--- src/bfp_pkg.sv ---
// constants, carrier types and the shared control decoder for the
// bidirectional fifo port block.
// assumes one system clock; port clocks and resets arrive as sampled levels.

package bfp_pkg;

  localparam int         DATA_W         = 36;
  localparam int         FIFO_DEPTH     = 16;
  localparam int         OFFSET_W       = 10;
  localparam int         PRESET_BOTH    = 64;
  localparam int         PRESET_FS1     = 16;
  localparam int         PRESET_FS0     = 8;
  localparam logic [1:0] IN_READY_EDGES = 2'h2;
  localparam logic [1:0] PROG_FULL1     = 2'h0;
  localparam logic [1:0] PROG_EMPTY1    = 2'h1;
  localparam logic [1:0] PROG_FULL2     = 2'h2;
  localparam logic [1:0] PROG_EMPTY2    = 2'h3;

  // one port's controls, write normalised to active high
  typedef struct packed {
    logic tick;
    logic sel_n;
    logic write;
    logic en;
    logic mb;
  } bfp_ctrl_t;

  typedef struct packed {
    logic fifo_wr;
    logic fifo_rd;
    logic mb_wr;
    logic mb_rd;
  } bfp_op_t;

  typedef struct packed {
    logic       mode_pend;
    logic       std_mode;
    logic [1:0] rdy_cnt;
    logic       in_ready;
    logic       sync1;
    logic       sync2;
    logic       out_ready;
  } bfp_dir_t;

  function automatic bfp_op_t bfp_decode(input bfp_ctrl_t c);
    bfp_op_t o;
    logic    go;
    go        = c.tick & ~c.sel_n & c.en;
    o.fifo_wr = go & c.write & ~c.mb;
    o.fifo_rd = go & ~c.write & ~c.mb;
    o.mb_wr   = go & c.write & c.mb;
    o.mb_rd   = go & ~c.write & c.mb;
    return o;
  endfunction : bfp_decode

endpackage : bfp_pkg

--- src/bfp_port_ctrl.sv ---
// the two-direction fifo port block: offsets, decode, flags, mailboxes
// and the ring buffers themselves.
// assumes port clocks and fifo resets are synchronous to clk.
`default_nettype none

// ---------------------------------------------------------------------
// ring buffer
// ---------------------------------------------------------------------
module bfp_fifo #(
  parameter int WIDTH = bfp_pkg::DATA_W,
  parameter int DEPTH = bfp_pkg::FIFO_DEPTH,
  parameter int CW    = $clog2(DEPTH) + 1
) (
  input  wire logic             clk,
  input  wire logic             rst,
  input  wire logic             clear,
  input  wire logic             s_valid,
  output logic                  s_ready,
  input  wire logic [WIDTH-1:0] s_data,
  output logic                  m_valid,
  input  wire logic             m_ready,
  output logic      [WIDTH-1:0] m_data,
  output logic      [CW-1:0]    count
);
  localparam int PW = $clog2(DEPTH);

  logic [WIDTH-1:0] mem [DEPTH];
  logic [PW-1:0]    wptr;
  logic [PW-1:0]    rptr;
  logic [PW-1:0]    next_wptr;
  logic [PW-1:0]    next_rptr;
  logic [CW-1:0]    next_count;
  logic             do_push;
  logic             do_pop;

  assign s_ready = (count != CW'(DEPTH));
  assign m_valid = (count != '0);
  assign m_data  = mem[rptr];

  always_comb begin
    do_push    = s_valid & s_ready;
    do_pop     = m_valid & m_ready;
    next_wptr  = do_push ? PW'(wptr + 1'b1) : wptr;
    next_rptr  = do_pop ? PW'(rptr + 1'b1) : rptr;
    next_count = count;
    if (do_push && !do_pop) begin
      next_count = CW'(count + 1'b1);
    end else if (do_pop && !do_push) begin
      next_count = CW'(count - 1'b1);
    end
    if (clear) begin
      next_wptr  = '0;
      next_rptr  = '0;
      next_count = '0;
    end
  end

  always_ff @(posedge clk) begin
    if (rst) begin
      wptr  <= '0;
      rptr  <= '0;
      count <= '0;
    end else begin
      wptr  <= next_wptr;
      rptr  <= next_rptr;
      count <= next_count;
    end
    if (do_push && !clear) begin
      mem[wptr] <= s_data;
    end
  end
endmodule : bfp_fifo

// ---------------------------------------------------------------------
// port control top
// ---------------------------------------------------------------------
module bfp_port_ctrl #(
  parameter int DEPTH    = bfp_pkg::FIFO_DEPTH,
  parameter int OFFSET_W = bfp_pkg::OFFSET_W
) (
  input  wire logic                       clk,
  input  wire logic                       rst,
  input  wire logic                       fifo1_reset_n,
  input  wire logic                       fifo2_reset_n,
  input  wire logic                       flag_select0,
  input  wire logic                       flag_select1,
  input  wire logic                       fall_through_select,
  input  wire logic                       porta_clock,
  input  wire logic                       porta_select_n,
  input  wire logic                       porta_write_not_read,
  input  wire logic                       porta_enable,
  input  wire logic                       porta_mailbox_select,
  input  wire logic [bfp_pkg::DATA_W-1:0] porta_data_in,
  output logic      [bfp_pkg::DATA_W-1:0] porta_data_out,
  output logic                            porta_data_oe_n,
  output logic                            porta_full_or_in_ready,
  output logic                            porta_empty_or_out_ready,
  output logic                            porta_almost_empty_n,
  output logic                            porta_almost_full_n,
  output logic                            mail1_flag_n,
  input  wire logic                       portb_clock,
  input  wire logic                       portb_select_n,
  input  wire logic                       portb_read_not_write,
  input  wire logic                       portb_enable,
  input  wire logic                       portb_mailbox_select,
  input  wire logic [bfp_pkg::DATA_W-1:0] portb_data_in,
  output logic      [bfp_pkg::DATA_W-1:0] portb_data_out,
  output logic                            portb_data_oe_n,
  output logic                            portb_full_or_in_ready,
  output logic                            portb_empty_or_out_ready,
  output logic                            portb_almost_empty_n,
  output logic                            portb_almost_full_n,
  output logic                            mail2_flag_n
);
  localparam int CW = $clog2(DEPTH) + 1;
  localparam int XW = OFFSET_W + CW;
  localparam int DW = bfp_pkg::DATA_W;

  // index 0 is port A / fifo1 / mail1, index 1 is port B / fifo2 / mail2
  bfp_pkg::bfp_ctrl_t ctl [2];
  bfp_pkg::bfp_op_t   op  [2];
  logic [DW-1:0]      pdin [2];
  logic [DW-1:0]      out_q [2];
  logic [DW-1:0]      mail [2];
  logic [1:0]         rstn;
  logic [1:0]         rst_rise;
  logic [1:0]         pclk_rise;
  logic [1:0]         in_flag;
  logic [1:0]         out_flag;
  logic [1:0]         ae_n;
  logic [1:0]         af_n;
  logic [1:0]         push;
  logic [1:0]         pop;
  logic [1:0]         mflag_n;
  logic [1:0]         fs;

  function automatic logic [OFFSET_W-1:0] preset(input logic [1:0] sel);
    logic [OFFSET_W-1:0] v;
    v = OFFSET_W'(bfp_pkg::PRESET_FS0);
    if (sel == 2'h3) begin
      v = OFFSET_W'(bfp_pkg::PRESET_BOTH);
    end else if (sel == 2'h2) begin
      v = OFFSET_W'(bfp_pkg::PRESET_FS1);
    end
    return v;
  endfunction : preset

  // ---------------------------------------------------------------------
  // edges of port clocks and fifo resets
  // ---------------------------------------------------------------------
  logic [1:0] pclk_q;
  logic [1:0] rstn_q;
  logic [1:0] next_pclk_q;
  logic [1:0] next_rstn_q;

  assign rstn = {fifo2_reset_n, fifo1_reset_n};
  assign fs   = {flag_select1, flag_select0};

  always_comb begin
    next_pclk_q = {portb_clock, porta_clock};
    next_rstn_q = rstn;
    pclk_rise   = next_pclk_q & ~pclk_q;
    rst_rise    = rstn & ~rstn_q;
  end

  always_ff @(posedge clk) begin
    if (rst) begin
      pclk_q <= 2'h3;
      rstn_q <= 2'h3;
    end else begin
      pclk_q <= next_pclk_q;
      rstn_q <= next_rstn_q;
    end
  end

  // ---------------------------------------------------------------------
  // port decode and bus drive
  // ---------------------------------------------------------------------
  always_comb begin
    ctl[0] = '{tick: pclk_rise[0], sel_n: porta_select_n,
               write: porta_write_not_read, en: porta_enable,
               mb: porta_mailbox_select};
    ctl[1] = '{tick: pclk_rise[1], sel_n: portb_select_n,
               write: ~portb_read_not_write, en: portb_enable,
               mb: portb_mailbox_select};
    op[0]  = bfp_pkg::bfp_decode(ctl[0]);
    op[1]  = bfp_pkg::bfp_decode(ctl[1]);
  end

  assign pdin[0]         = porta_data_in;
  assign pdin[1]         = portb_data_in;
  assign porta_data_oe_n = porta_select_n | porta_write_not_read;
  assign portb_data_oe_n = portb_select_n | ~portb_read_not_write;
  // mailbox select steers the bus at once, both sources are registers
  assign porta_data_out  = porta_mailbox_select ? mail[1] : out_q[1];
  assign portb_data_out  = portb_mailbox_select ? mail[0] : out_q[0];

  // ---------------------------------------------------------------------
  // offset registers and port A programming
  // ---------------------------------------------------------------------
  logic [OFFSET_W-1:0] empty_off [2];
  logic [OFFSET_W-1:0] full_off  [2];
  logic [OFFSET_W-1:0] next_empty_off [2];
  logic [OFFSET_W-1:0] next_full_off  [2];
  logic                prog_busy;
  logic [1:0]          prog_cnt;
  logic                next_prog_busy;
  logic [1:0]          next_prog_cnt;
  logic                prog_take;
  logic [OFFSET_W-1:0] prog_val;

  always_comb begin
    next_empty_off = empty_off;
    next_full_off  = full_off;
    next_prog_busy = prog_busy;
    next_prog_cnt  = prog_cnt;
    prog_val       = porta_data_in[OFFSET_W-1:0];
    prog_take      = prog_busy & op[0].fifo_wr & in_flag[0];
    for (int k = 0; k < 2; k++) begin
      // selects are read the same way in either timing mode
      if (rst_rise[k] && fs != 2'h0) begin
        next_empty_off[k] = preset(fs);
        next_full_off[k]  = preset(fs);
        next_prog_busy    = 1'b0;
      end
    end
    if (&rst_rise && fs == 2'h0) begin
      next_prog_busy = 1'b1;
      next_prog_cnt  = bfp_pkg::PROG_FULL1;
    end else if (prog_take) begin
      case (prog_cnt)
        bfp_pkg::PROG_FULL1:  next_full_off[0]  = prog_val;
        bfp_pkg::PROG_EMPTY1: next_empty_off[0] = prog_val;
        bfp_pkg::PROG_FULL2:  next_full_off[1]  = prog_val;
        default:              next_empty_off[1] = prog_val;
      endcase
      next_prog_cnt = 2'(prog_cnt + 1'b1);
      if (prog_cnt == bfp_pkg::PROG_EMPTY2) begin
        next_prog_busy = 1'b0;
      end
    end
  end

  always_ff @(posedge clk) begin
    if (rst) begin
      empty_off <= '{default: '0};
      full_off  <= '{default: '0};
      prog_busy <= 1'b0;
      prog_cnt  <= 2'h0;
    end else begin
      empty_off <= next_empty_off;
      full_off  <= next_full_off;
      prog_busy <= next_prog_busy;
      prog_cnt  <= next_prog_cnt;
    end
  end

  // ---------------------------------------------------------------------
  // one direction per fifo: writer port i, reader port 1-i
  // ---------------------------------------------------------------------
  for (genvar i = 0; i < 2; i++) begin : g_dir
    localparam int R = 1 - i;

    bfp_pkg::bfp_dir_t s;
    bfp_pkg::bfp_dir_t next_s;
    logic [DW-1:0]     next_out;
    logic              f_valid;
    logic              f_ready;
    logic [DW-1:0]     head;
    logic [CW-1:0]     cnt;
    logic              avail;
    logic              fw_fill;
    logic              fw_rd;
    logic              blocked;

    bfp_fifo #(
      .WIDTH (DW),
      .DEPTH (DEPTH),
      .CW    (CW)
    ) u_fifo (
      .clk     (clk),
      .rst     (rst),
      .clear   (~rstn[i]),
      .s_valid (push[i]),
      .s_ready (f_ready),
      .s_data  (pdin[i]),
      .m_valid (f_valid),
      .m_ready (pop[i]),
      .m_data  (head),
      .count   (cnt)
    );

    always_comb begin
      // fifo1 memory and port B input wait for the offset load to finish
      blocked     = prog_busy;
      avail       = s.sync2 & f_valid;
      in_flag[i]  = s.in_ready & f_ready & ~(i == 1 && blocked);
      out_flag[R] = s.std_mode ? avail : s.out_ready;
      push[i]     = op[i].fifo_wr & in_flag[i]
                    & ~(i == 0 && blocked);
      fw_fill     = pclk_rise[R] & ~s.out_ready & avail;
      fw_rd       = op[R].fifo_rd & s.out_ready;
      if (s.std_mode) begin
        pop[i] = op[R].fifo_rd & avail;
      end else begin
        pop[i] = fw_fill | (fw_rd & avail);
      end
      ae_n[R] = rstn[i] & (XW'(cnt) > XW'(empty_off[i]));
      af_n[i] = ~rstn[i] | (XW'(cnt) + XW'(full_off[i]) < XW'(DEPTH));
      next_s   = s;
      next_out = out_q[i];
      if (!rstn[i]) begin
        next_s           = '0;
        next_s.mode_pend = 1'b1;
      end else begin
        if (pclk_rise[i]) begin
          if (s.mode_pend) begin
            next_s.std_mode  = fall_through_select;
            next_s.mode_pend = 1'b0;
          end
          if (s.rdy_cnt != bfp_pkg::IN_READY_EDGES) begin
            next_s.rdy_cnt  = 2'(s.rdy_cnt + 1'b1);
            next_s.in_ready = (2'(s.rdy_cnt + 1'b1) ==
                               bfp_pkg::IN_READY_EDGES);
          end
        end
        if (pclk_rise[R]) begin
          // second read edge after a write sees the word
          next_s.sync1 = f_valid;
          next_s.sync2 = s.sync1;
        end
        if (pop[i] && cnt == CW'(1)) begin
          next_s.sync1 = 1'b0;
          next_s.sync2 = 1'b0;
        end
        if (pop[i]) begin
          next_out = head;
        end
        if (!s.std_mode && fw_fill) begin
          next_s.out_ready = 1'b1;
        end else if (!s.std_mode && fw_rd && !avail) begin
          next_s.out_ready = 1'b0;
        end
      end
    end

    always_ff @(posedge clk) begin
      if (rst) begin
        s        <= '0;
        out_q[i] <= '0;
      end else begin
        s        <= next_s;
        out_q[i] <= next_out;
      end
    end
  end

  assign porta_full_or_in_ready   = in_flag[0];
  assign portb_full_or_in_ready   = in_flag[1];
  assign porta_empty_or_out_ready = out_flag[0];
  assign portb_empty_or_out_ready = out_flag[1];
  assign porta_almost_empty_n     = ae_n[0];
  assign portb_almost_empty_n     = ae_n[1];
  assign porta_almost_full_n      = af_n[0];
  assign portb_almost_full_n      = af_n[1];

  // ---------------------------------------------------------------------
  // mailboxes: mail j written by port j, read by port 1-j
  // ---------------------------------------------------------------------
  for (genvar j = 0; j < 2; j++) begin : g_mail
    logic [DW-1:0] next_mail;
    logic          next_flag_n;

    always_comb begin
      next_mail   = mail[j];
      next_flag_n = mflag_n[j];
      if (op[j].mb_wr) begin
        next_mail = pdin[j];
      end
      // new mail wins over a read in the same cycle
      if (!rstn[j]) begin
        next_flag_n = 1'b1;
      end else if (op[j].mb_wr) begin
        next_flag_n = 1'b0;
      end else if (op[1-j].mb_rd) begin
        next_flag_n = 1'b1;
      end
    end

    always_ff @(posedge clk) begin
      if (rst) begin
        mail[j]    <= '0;
        mflag_n[j] <= 1'b1;
      end else begin
        mail[j]    <= next_mail;
        mflag_n[j] <= next_flag_n;
      end
    end
  end

  assign mail1_flag_n = mflag_n[0];
  assign mail2_flag_n = mflag_n[1];

  // ---------------------------------------------------------------------
  // checks
  // ---------------------------------------------------------------------
  AST_PORTA_DRIVE: assert property (@(posedge clk) disable iff (rst)
    !porta_data_oe_n |-> !porta_select_n && !porta_write_not_read)
    else $error("port A bus driven outside a read select");

  AST_PORTB_DRIVE: assert property (@(posedge clk) disable iff (rst)
    !portb_data_oe_n |-> !portb_select_n && portb_read_not_write)
    else $error("port B bus driven outside a read select");

  AST_PRESET_64: assert property (@(posedge clk) disable iff (rst)
    rst_rise[0] && fs == 2'h3 |=>
      full_off[0] == OFFSET_W'(64) && empty_off[0] == OFFSET_W'(64))
    else $error("fifo1 preset 64 not loaded");

  AST_PRESET_8: assert property (@(posedge clk) disable iff (rst)
    rst_rise[1] && fs == 2'h1 |=>
      full_off[1] == OFFSET_W'(8) && empty_off[1] == OFFSET_W'(8))
    else $error("fifo2 preset 8 not loaded");

  AST_PROG_FIRST: assert property (@(posedge clk) disable iff (rst)
    prog_take && prog_cnt == 2'h0 |=>
      full_off[0] == $past(porta_data_in[OFFSET_W-1:0]) && !push[0])
    else $error("first offset write not steered to fifo1 full offset");

  AST_PROG_BLOCK: assert property (@(posedge clk) disable iff (rst)
    prog_busy |-> !portb_full_or_in_ready && !push[0])
    else $error("port B ready or fifo1 write during offset load");

  AST_PROG_DONE: assert property (@(posedge clk) disable iff (rst)
    prog_take && prog_cnt == 2'h3 && !(&rst_rise) |=> !prog_busy)
    else $error("offset load did not end after fourth write");

  AST_IDLE_PORT: assert property (@(posedge clk) disable iff (rst)
    !porta_enable |-> !push[0] && $stable(mail[0]) &&
      (!pop[1] || (g_dir[1].fw_fill && !g_dir[1].s.std_mode)))
    else $error("port A acted with enable low");

  AST_MAIL_SET: assert property (@(posedge clk) disable iff (rst)
    op[0].mb_wr && fifo1_reset_n |=>
      !mail1_flag_n && mail[0] == $past(pdin[0]))
    else $error("mail1 write did not raise new mail");

  AST_MAIL_READ: assert property (@(posedge clk) disable iff (rst)
    op[1].mb_rd && !op[0].mb_wr |=> mail1_flag_n)
    else $error("mail1 read did not clear the flag");

endmodule : bfp_port_ctrl

`default_nettype wire

--- config.mk ---
export PLATFORM = sky130hd
export DESIGN_NAME = bfp_port_ctrl
export DESIGN_NICKNAME = d
export VERILOG_FILES = /design/src/bfp_pkg.sv /design/src/bfp_port_ctrl.sv
export SDC_FILE = /design/constraint.sdc
export NUM_CORES = 1
export LEC_CHECK = 0
export ABC_AREA = 0
export BUFFER_PORTS_ARGS = -buffer_cell sky130_fd_sc_hd__buf_2
export CAP_MARGIN = 5
export CORE_UTILIZATION = 55
export CTS_BUF_LIST = sky130_fd_sc_hd__clkbuf_2
export CTS_CLUSTER_DIAMETER = 120
export DETAILED_ROUTE_END_ITERATION = 8
export PLACE_DENSITY = 0.68
export RECOVER_POWER = 50
export SLEW_MARGIN = 30
export SYNTH_ARGS = -nofsm -noshare
export SYNTH_HDL_FRONTEND = slang
export SYNTH_SLANG_ARGS = --single-unit
--- constraint.sdc ---
create_clock -name clk -period 10.1 [get_ports clk]
set_input_delay 1.515 -clock clk [delete_from_list [all_inputs] [get_ports clk]]
set_output_delay 1.515 -clock clk [all_outputs]
set_load 0.02 [all_outputs]
Yosys cells after proc, flatten, opt, wreduce, memory -nomap -nowiden --
Memories as Yosys holds them, arrays and structs flattened. A register that Yosys moved wholly into a read port is not among the register bits. Cells that the tools add are included.
Storage, ports and cells: bits in registers 91, bits in writable memories 1296, input port bits 89, logic and storage cells 250, memories kept 4
Operators by class: add/subtract/negate cells 13, magnitude comparators 4, eq/ne operators 15, mux-type cells 70, bitwise gates (word level) 67, reduce and logical (&&, ||, !) cells 47
Memory list:
- g_dir[0].u_fifo.mem | words 16, bits a word 36, rd ports 1, clocked after memory_dff 1, write ports 1, RTL line bfp_port_ctrl.sv:27 | logic [WIDTH-1:0] mem [DEPTH];
- g_dir[1].u_fifo.mem | words 16, bits a word 36, rd ports 1, clocked after memory_dff 1, write ports 1, RTL line bfp_port_ctrl.sv:27
- mail | words 2, bits a word 36, rd ports 2, clocked after memory_dff 0, write ports 2, RTL line bfp_port_ctrl.sv:124 | logic [DW-1:0] mail [2];
- out_q | words 2, bits a word 36, rd ports 2, clocked after memory_dff 0, write ports 2, RTL line bfp_port_ctrl.sv:123 | logic [DW-1:0] out_q [2];
Operators with widths (count):
- $mux 36 | 12
- $mux 10 | 8
- $mux 20 | 4
- $and 1x1->1 | 42
- $mux 5 | 7
- $mux 1 | 26
- $add 5x10->11 | 2
- $lt 11x5->1 const B | 2
- $gt 5x10->1 | 2
- $logic_and 1x1->1 | 17
- $add 4x1->4 const B | 4
- $mux 4 | 4
- $mux 8 | 2
- $reduce_bool 2->1 | 7
- $eq 2x2->1 const B | 6
- $not 1->1 | 11
- $add 5x1->5 const B | 2
- $eq 5x1->1 const B | 2
- $ne 5x5->1 const B | 2
- $or 1x1->1 | 10
- $reduce_and 2->1 | 5
- $reduce_bool 5->1 | 2
- $sub 5x1->5 const B | 2
- $reduce_or 3->1 | 3
- 12 further kinds | 32

Depth between registers and ports, before layout --
word-level depth 14, gate-level depth with buffers 13, gate-level depth less buffers 11

Modules after synthesis --
Synthesis repeated with hierarchy kept, for this count alone.
Unflattened totals: cells, all modules 3053, area total of the unflattened synthesis 54434.7 µm²
Modules (own cells, without submodules):
- bfp_fifo | instances 2, cells an instance 987, area each 22449.0 µm², sequential area each 17636.9 µm²
- bfp_port_ctrl | instances 1, cells an instance 1079, area each 9536.6 µm², sequential area each 4184.0 µm²

Worst setup path before layout --
OpenSTA, ideal clock, no wires.
path kind input port to flip-flop, start point input porta_enable, end point memory g_dir[0].u_fifo.mem[10][0] in the netlist's numbering (enable), library setup time 0.474 ns, arrival 4.982 ns, setup slack 4.644 ns, stages on the path 5, path buffers 0, path through nor4bb_1 nand2_1 nor3_2 nand2_1 nor3_1
Between the ends: cells in the longest elaborated chain, start to end 9
RTL lines:
- from (decl) | RTL line bfp_port_ctrl.sv:91 | input wire logic porta_enable,
- $and 1x1->1 | RTL line bfp_pkg.sv:48 | go = c.tick & ~c.sel_n & c.en;
- $and 1x1->1 (2 in series) | RTL line bfp_pkg.sv:49 | o.fifo_wr = go & c.write & ~c.mb;
- $and 1x1->1 | RTL line bfp_port_ctrl.sv:299 | push[i] = op[i].fifo_wr & in_flag[i]
- $and 1x1->1 | RTL line bfp_port_ctrl.sv:300 | & ~(i == 0 && blocked);
- $and 1x1->1 | RTL line bfp_port_ctrl.sv:41 | do_push = s_valid & s_ready;
- net g_dir[0].u_fifo.do_push | RTL line bfp_port_ctrl.sv:33 | logic do_push;
- $logic_and 1x1->1 | RTL line bfp_port_ctrl.sv:68 | if (do_push && !clear) begin
- $mux 1 | RTL line bfp_port_ctrl.sv:68
- $mux 1 (not written as such) | RTL line bfp_port_ctrl.sv:69 | mem[wptr] <= s_data;
- to (decl) | RTL line bfp_port_ctrl.sv:27
The timed path passes the listed nets, and every way through them passes these cells.

==> impl_summary.md <==
Synthesis
The share of async-settable or async-resettable flops after synthesis is 0%. The post-synthesis cell type count is 56. The number of flops mapped to enable cells by yosys is between 1k and 1.5k. The total nets after synthesis is 3041. The count of yosys warnings during synthesis is 0. The post-synthesis register bit count is roughly 1.4k. The average instance in the mapped netlist occupies ~19 sq um. The fraction of synthesized cell area taken by the top area cell type is 64.1%.

Summing every instance area after synthesis gives 0.0540 sq mm. The cell count after synthesis came out at between 2k and 3k. By area the synthesized netlist is led by edfxtp_1 64%, mux4_2 12%, dfxtp_1 9.0%, mux2_2 2.3%, mux2i_1 2.1%. Of the synthesized area, sequential elements account for 73.1%. The biggest area contributor in the post-synthesis netlist is edfxtp_1.

Among all flip-flop cells after synthesis, the most frequent one is edfxtp_1.

Clock tree
In this run, post-CTS hold repair placed 0 buffers. The worst-case clock buffer depth is 4. Post-CTS repair changed the size of 0 cells. The number of sinks driven by the clock tree is roughly 1.4k.

The number of setup buffers added after CTS is 0. The H-tree level count is 5. After clock tree synthesis, the clock-pin slew on the worst setup and hold paths is roughly 90 ps. TritonCTS built the clock tree. In this run, CTS created clock tree buffers numbering 355. The clock reaches the later pin of the worst-skew pair after ~1600 ps.

The root buffer cell chosen for the clock tree is clkbuf_2.

Floorplan
The die extent in x is 315 um. The die is roughly 320 um tall. The number of ports placed on the die boundary is ~170. The total core area is around 0.097 sq mm. The initial cell density of the core is 55.6%. The floorplan step defined a die boundary enclosing just under 0.1 sq mm. In this run the core area contains 114 standard-cell rows.

Route
The mean number of vias per cell is roughly 6. The final routed wire length divided by cell count is 24.0 um. The met2 wirelength from detailed routing is between 60000 and 70000 um.

The first detailed-routing pass ran for 7 iterations. The DRC violations left is 30. The detail route stage leaves a number of antenna-violating nets equal to 0.

Across all layers, the routed design uses between 20k and 30k vias. The highest metal layer with signal wires is met4. The detailed router put a total of ~47000 um of wire on met1. After detailed routing, the met3 layer carries about 7000 um of wire. The first routing iteration left between 2k and 2.5k violations. The total routed wirelength is roughly 120000 um.

Cells and area
The share of cells above drive strength 1 is between 30% and 40%. After routing the design area is between 0.05 and 0.06 sq mm. The area occupied by registers is just under 0.04 sq mm. The area added between synthesis and finish is 10.4%.

The core occupancy in the finished layout is 61.4%. Summing all multi-input logic gate instances after layout gives ~0.014 sq mm. The finished layout holds between 4k and 5k standard cells, fillers aside. The count of filler cells inserted in the layout is ~7.2k.

The net total in the final layout is about 3.5k.

Setup path
The type of element launching the critical path is an input port. The type of destination of the critical path is a flop. The required time of the critical path is 11410 ps. At the worst endpoint, the arrival time is roughly 8000 ps. The largest fanout of any net on the critical path is between 70 and 80.

The worst reg2reg path depth is 8. The type of the worst setup path is input port to flop.

Timing
The total negative slack for setup checks is 0 ps. Setup repair after global routing left no endpoint under its margin. The routed design could run at a clock period as short as about 6800 ps. Static timing analysis puts the maximum clock frequency at roughly 150 MHz.

Across the routed clock network, the largest skew measured is 152 ps. Setup violations remaining at the end of the flow were counted as 0. The part of the cycle the worst path needs is around 67%. The number of max-slew violations in the final report is about 190. At the pin with the least slew margin, the transition time is about 4000 ps. The worst slew margin relative to its limit is -164%. The total count of hold-check failures in the final report came to 0.

Global route
The first-pass GRT wire length is roughly 180000 um. For this run, the total global-route usage over all layers was measured as 24.2%. The via count of the first global-routing pass is slightly above 30k. For this run the aggregate overflow at the end of global routing stands at 0. Entering global routing, the biggest net connects 108 pins. The number of antenna violations at the first check in global routing was 2.

Placed design
The instance area at placement is 0.0564 sq mm. The final RePlAce weighted congestion is roughly 0.81. During placement, the flow inserted port buffers numbering ~170. Once placement completed, the tool counted placed cells totaling ~4.2k. Summed over all nets, the half-perimeter wirelength after detailed placement is roughly 64000 um.

Status
The flow ran to the end, but the final reports show violations. The checks that failed: design-rule violations, max-capacitance violations, max-slew violations.

Power and ir drop
Summed over all cells, the static leakage comes to about 0.020 uW. The worst-case vdd ir drop is around 110 uV. Power comes to 10000 uW.

The areal power density over the cells is roughly 170 mW/mm^2.

Min path
The hold-critical path depth is 2. The kind of path behind the tightest hold check is input port to flop.

Flow run
Across the run, the number of max-cap violations was 4.
==> final timing paths <==
kind	from	endpoint	slack (ps)
max	rst	out_q[0][27]$_SDFFE_PP0P_	3280
min	portb_clock	pclk_q[1]$_SDFF_PP1_	230
max reg2reg	g_dir[0].u_fifo.count[0]$_SDFFE_PP0P_	g_dir[0].u_fifo.mem[9][10]$_DFFE_PP_	6070
min reg2reg	mail[0][26]$_SDFFE_PP0P_	mail[0][26]$_SDFFE_PP0P_	450
==> kinds of logic (layout without fill, tap and decap cells) <==
kind of cell	after synthesis	in the layout	share of synthesized area (%)
adder cells (fa/ha/maj)	46	46	1.07
AO/OA/AOI/OAI	312	312	3.80
AND/OR/NAND/NOR	438	438	3.77
flip-flops	1395	1395	73.1
buffers and inverters	181	883	1.45
XOR/XNOR	23	23	0.373
other	0	8	0
multiplexers	511	511	16.4
==> flip-flops by register name (all words and copies together) (netlist names), named ones only <==
register and cells:
empty_off 20, full_off 20, g_dir.blocked 1, g_dir.s 16, g_dir.u_fifo.count 10, g_dir.u_fifo.mem 1152
g_dir.u_fifo.rptr 8, g_dir.u_fifo.wptr 8, mail 72, mail1_flag_n 1, mail2_flag_n 1, out_q 72
pclk_q 2, prog_cnt 2, rstn_q 2
==> layout by cell type (no fill, tap or decap), drive strengths merged, types with 9 or more instances in the layout <==
cell and n:
nand2b 17, nor2 95, xor2 11, nand2 187, mux2 109, o21ai 63, a21oi 110, nor3 20
ha 46, clkbuf 621, nand4 14, buf 147, o22ai 36, mux2i 114, nor2b 12, edfxtp 1152
a21o 37, a22oi 33, mux4 288, clkinv 78, xnor2 12, nand3 41, dfxtp 243, nor4 9
a211oi 17, inv 30
==> layer usage <==
layer | vias to the layer above | track usage, %
met3 | 179 | 4.69
met4 | 0 | 8.38
li1 | 12711 | -
met2 | 943 | 41.4
met5 | - | 0
met1 | 14796 | 31.0
==> cells in the mapped netlist (8+ instances only) <==
master    count
nor3_1       19
o22ai_1      36
a21oi_1     108
mux2i_1     114
edfxtp_1   1152
buf_1        13
a22oi_2      30
nor2b_1      12
nand3_1      41
buf_2        33
or2_2         8
nand4_1      14
dfxtp_1     243
nor4_1        9
o21ai_1      35
a211oi_1     16
mux4_2      288
a21o_1       37
nor2_1       95
nand2b_1     17
nand2_1     187
o21ai_0      28
inv_1        27
clkbuf_1     97
xor2_1       11
xnor2_1      12
ha_1         46
mux2_2      109
==> layout make-up <==
| type | instances | area share [%] |
|---|---|---|
| clock inverter | 88 | 0.729 |
| multi-input combinational | 1330 | 23.4 |
| inverter | 27 | 0.170 |
| clock buffer | 545 | 4.58 |
| timing repair buffer | 223 | 2.08 |
| sequential | 1395 | 66.3 |
| tap | 1276 | 2.68 |
| antenna | 8 | 0.0336 |
==> power breakdown <==
| part | leakage, uW | switching [uW] | internal, uW |
|---|---|---|---|
| logic | 0.00476 | 128 | 26.0 |
| clock network | 0.00246 | 2160 | 1500 |
| registers | 0.0123 | 2.84 | 6210 |
==> worst max-delay path, cell delays in order <==
cell	delay [ps]
clkbuf_1	1830
clkbuf_1	2880
nor2b_1	480
nand4_1	300
buf_4	530
o22ai_1	260
a21o_1	200
==> metrics by stage <==
step	hold WS [ps]	setup WS [ps]
floorplan	422	4640
global placement	431	4940
detailed placement	438	5100
CTS	19.5	4910
global route	66.3	3060
finish	226	3280
Note: power is estimated with default switching activity, not from simulation.
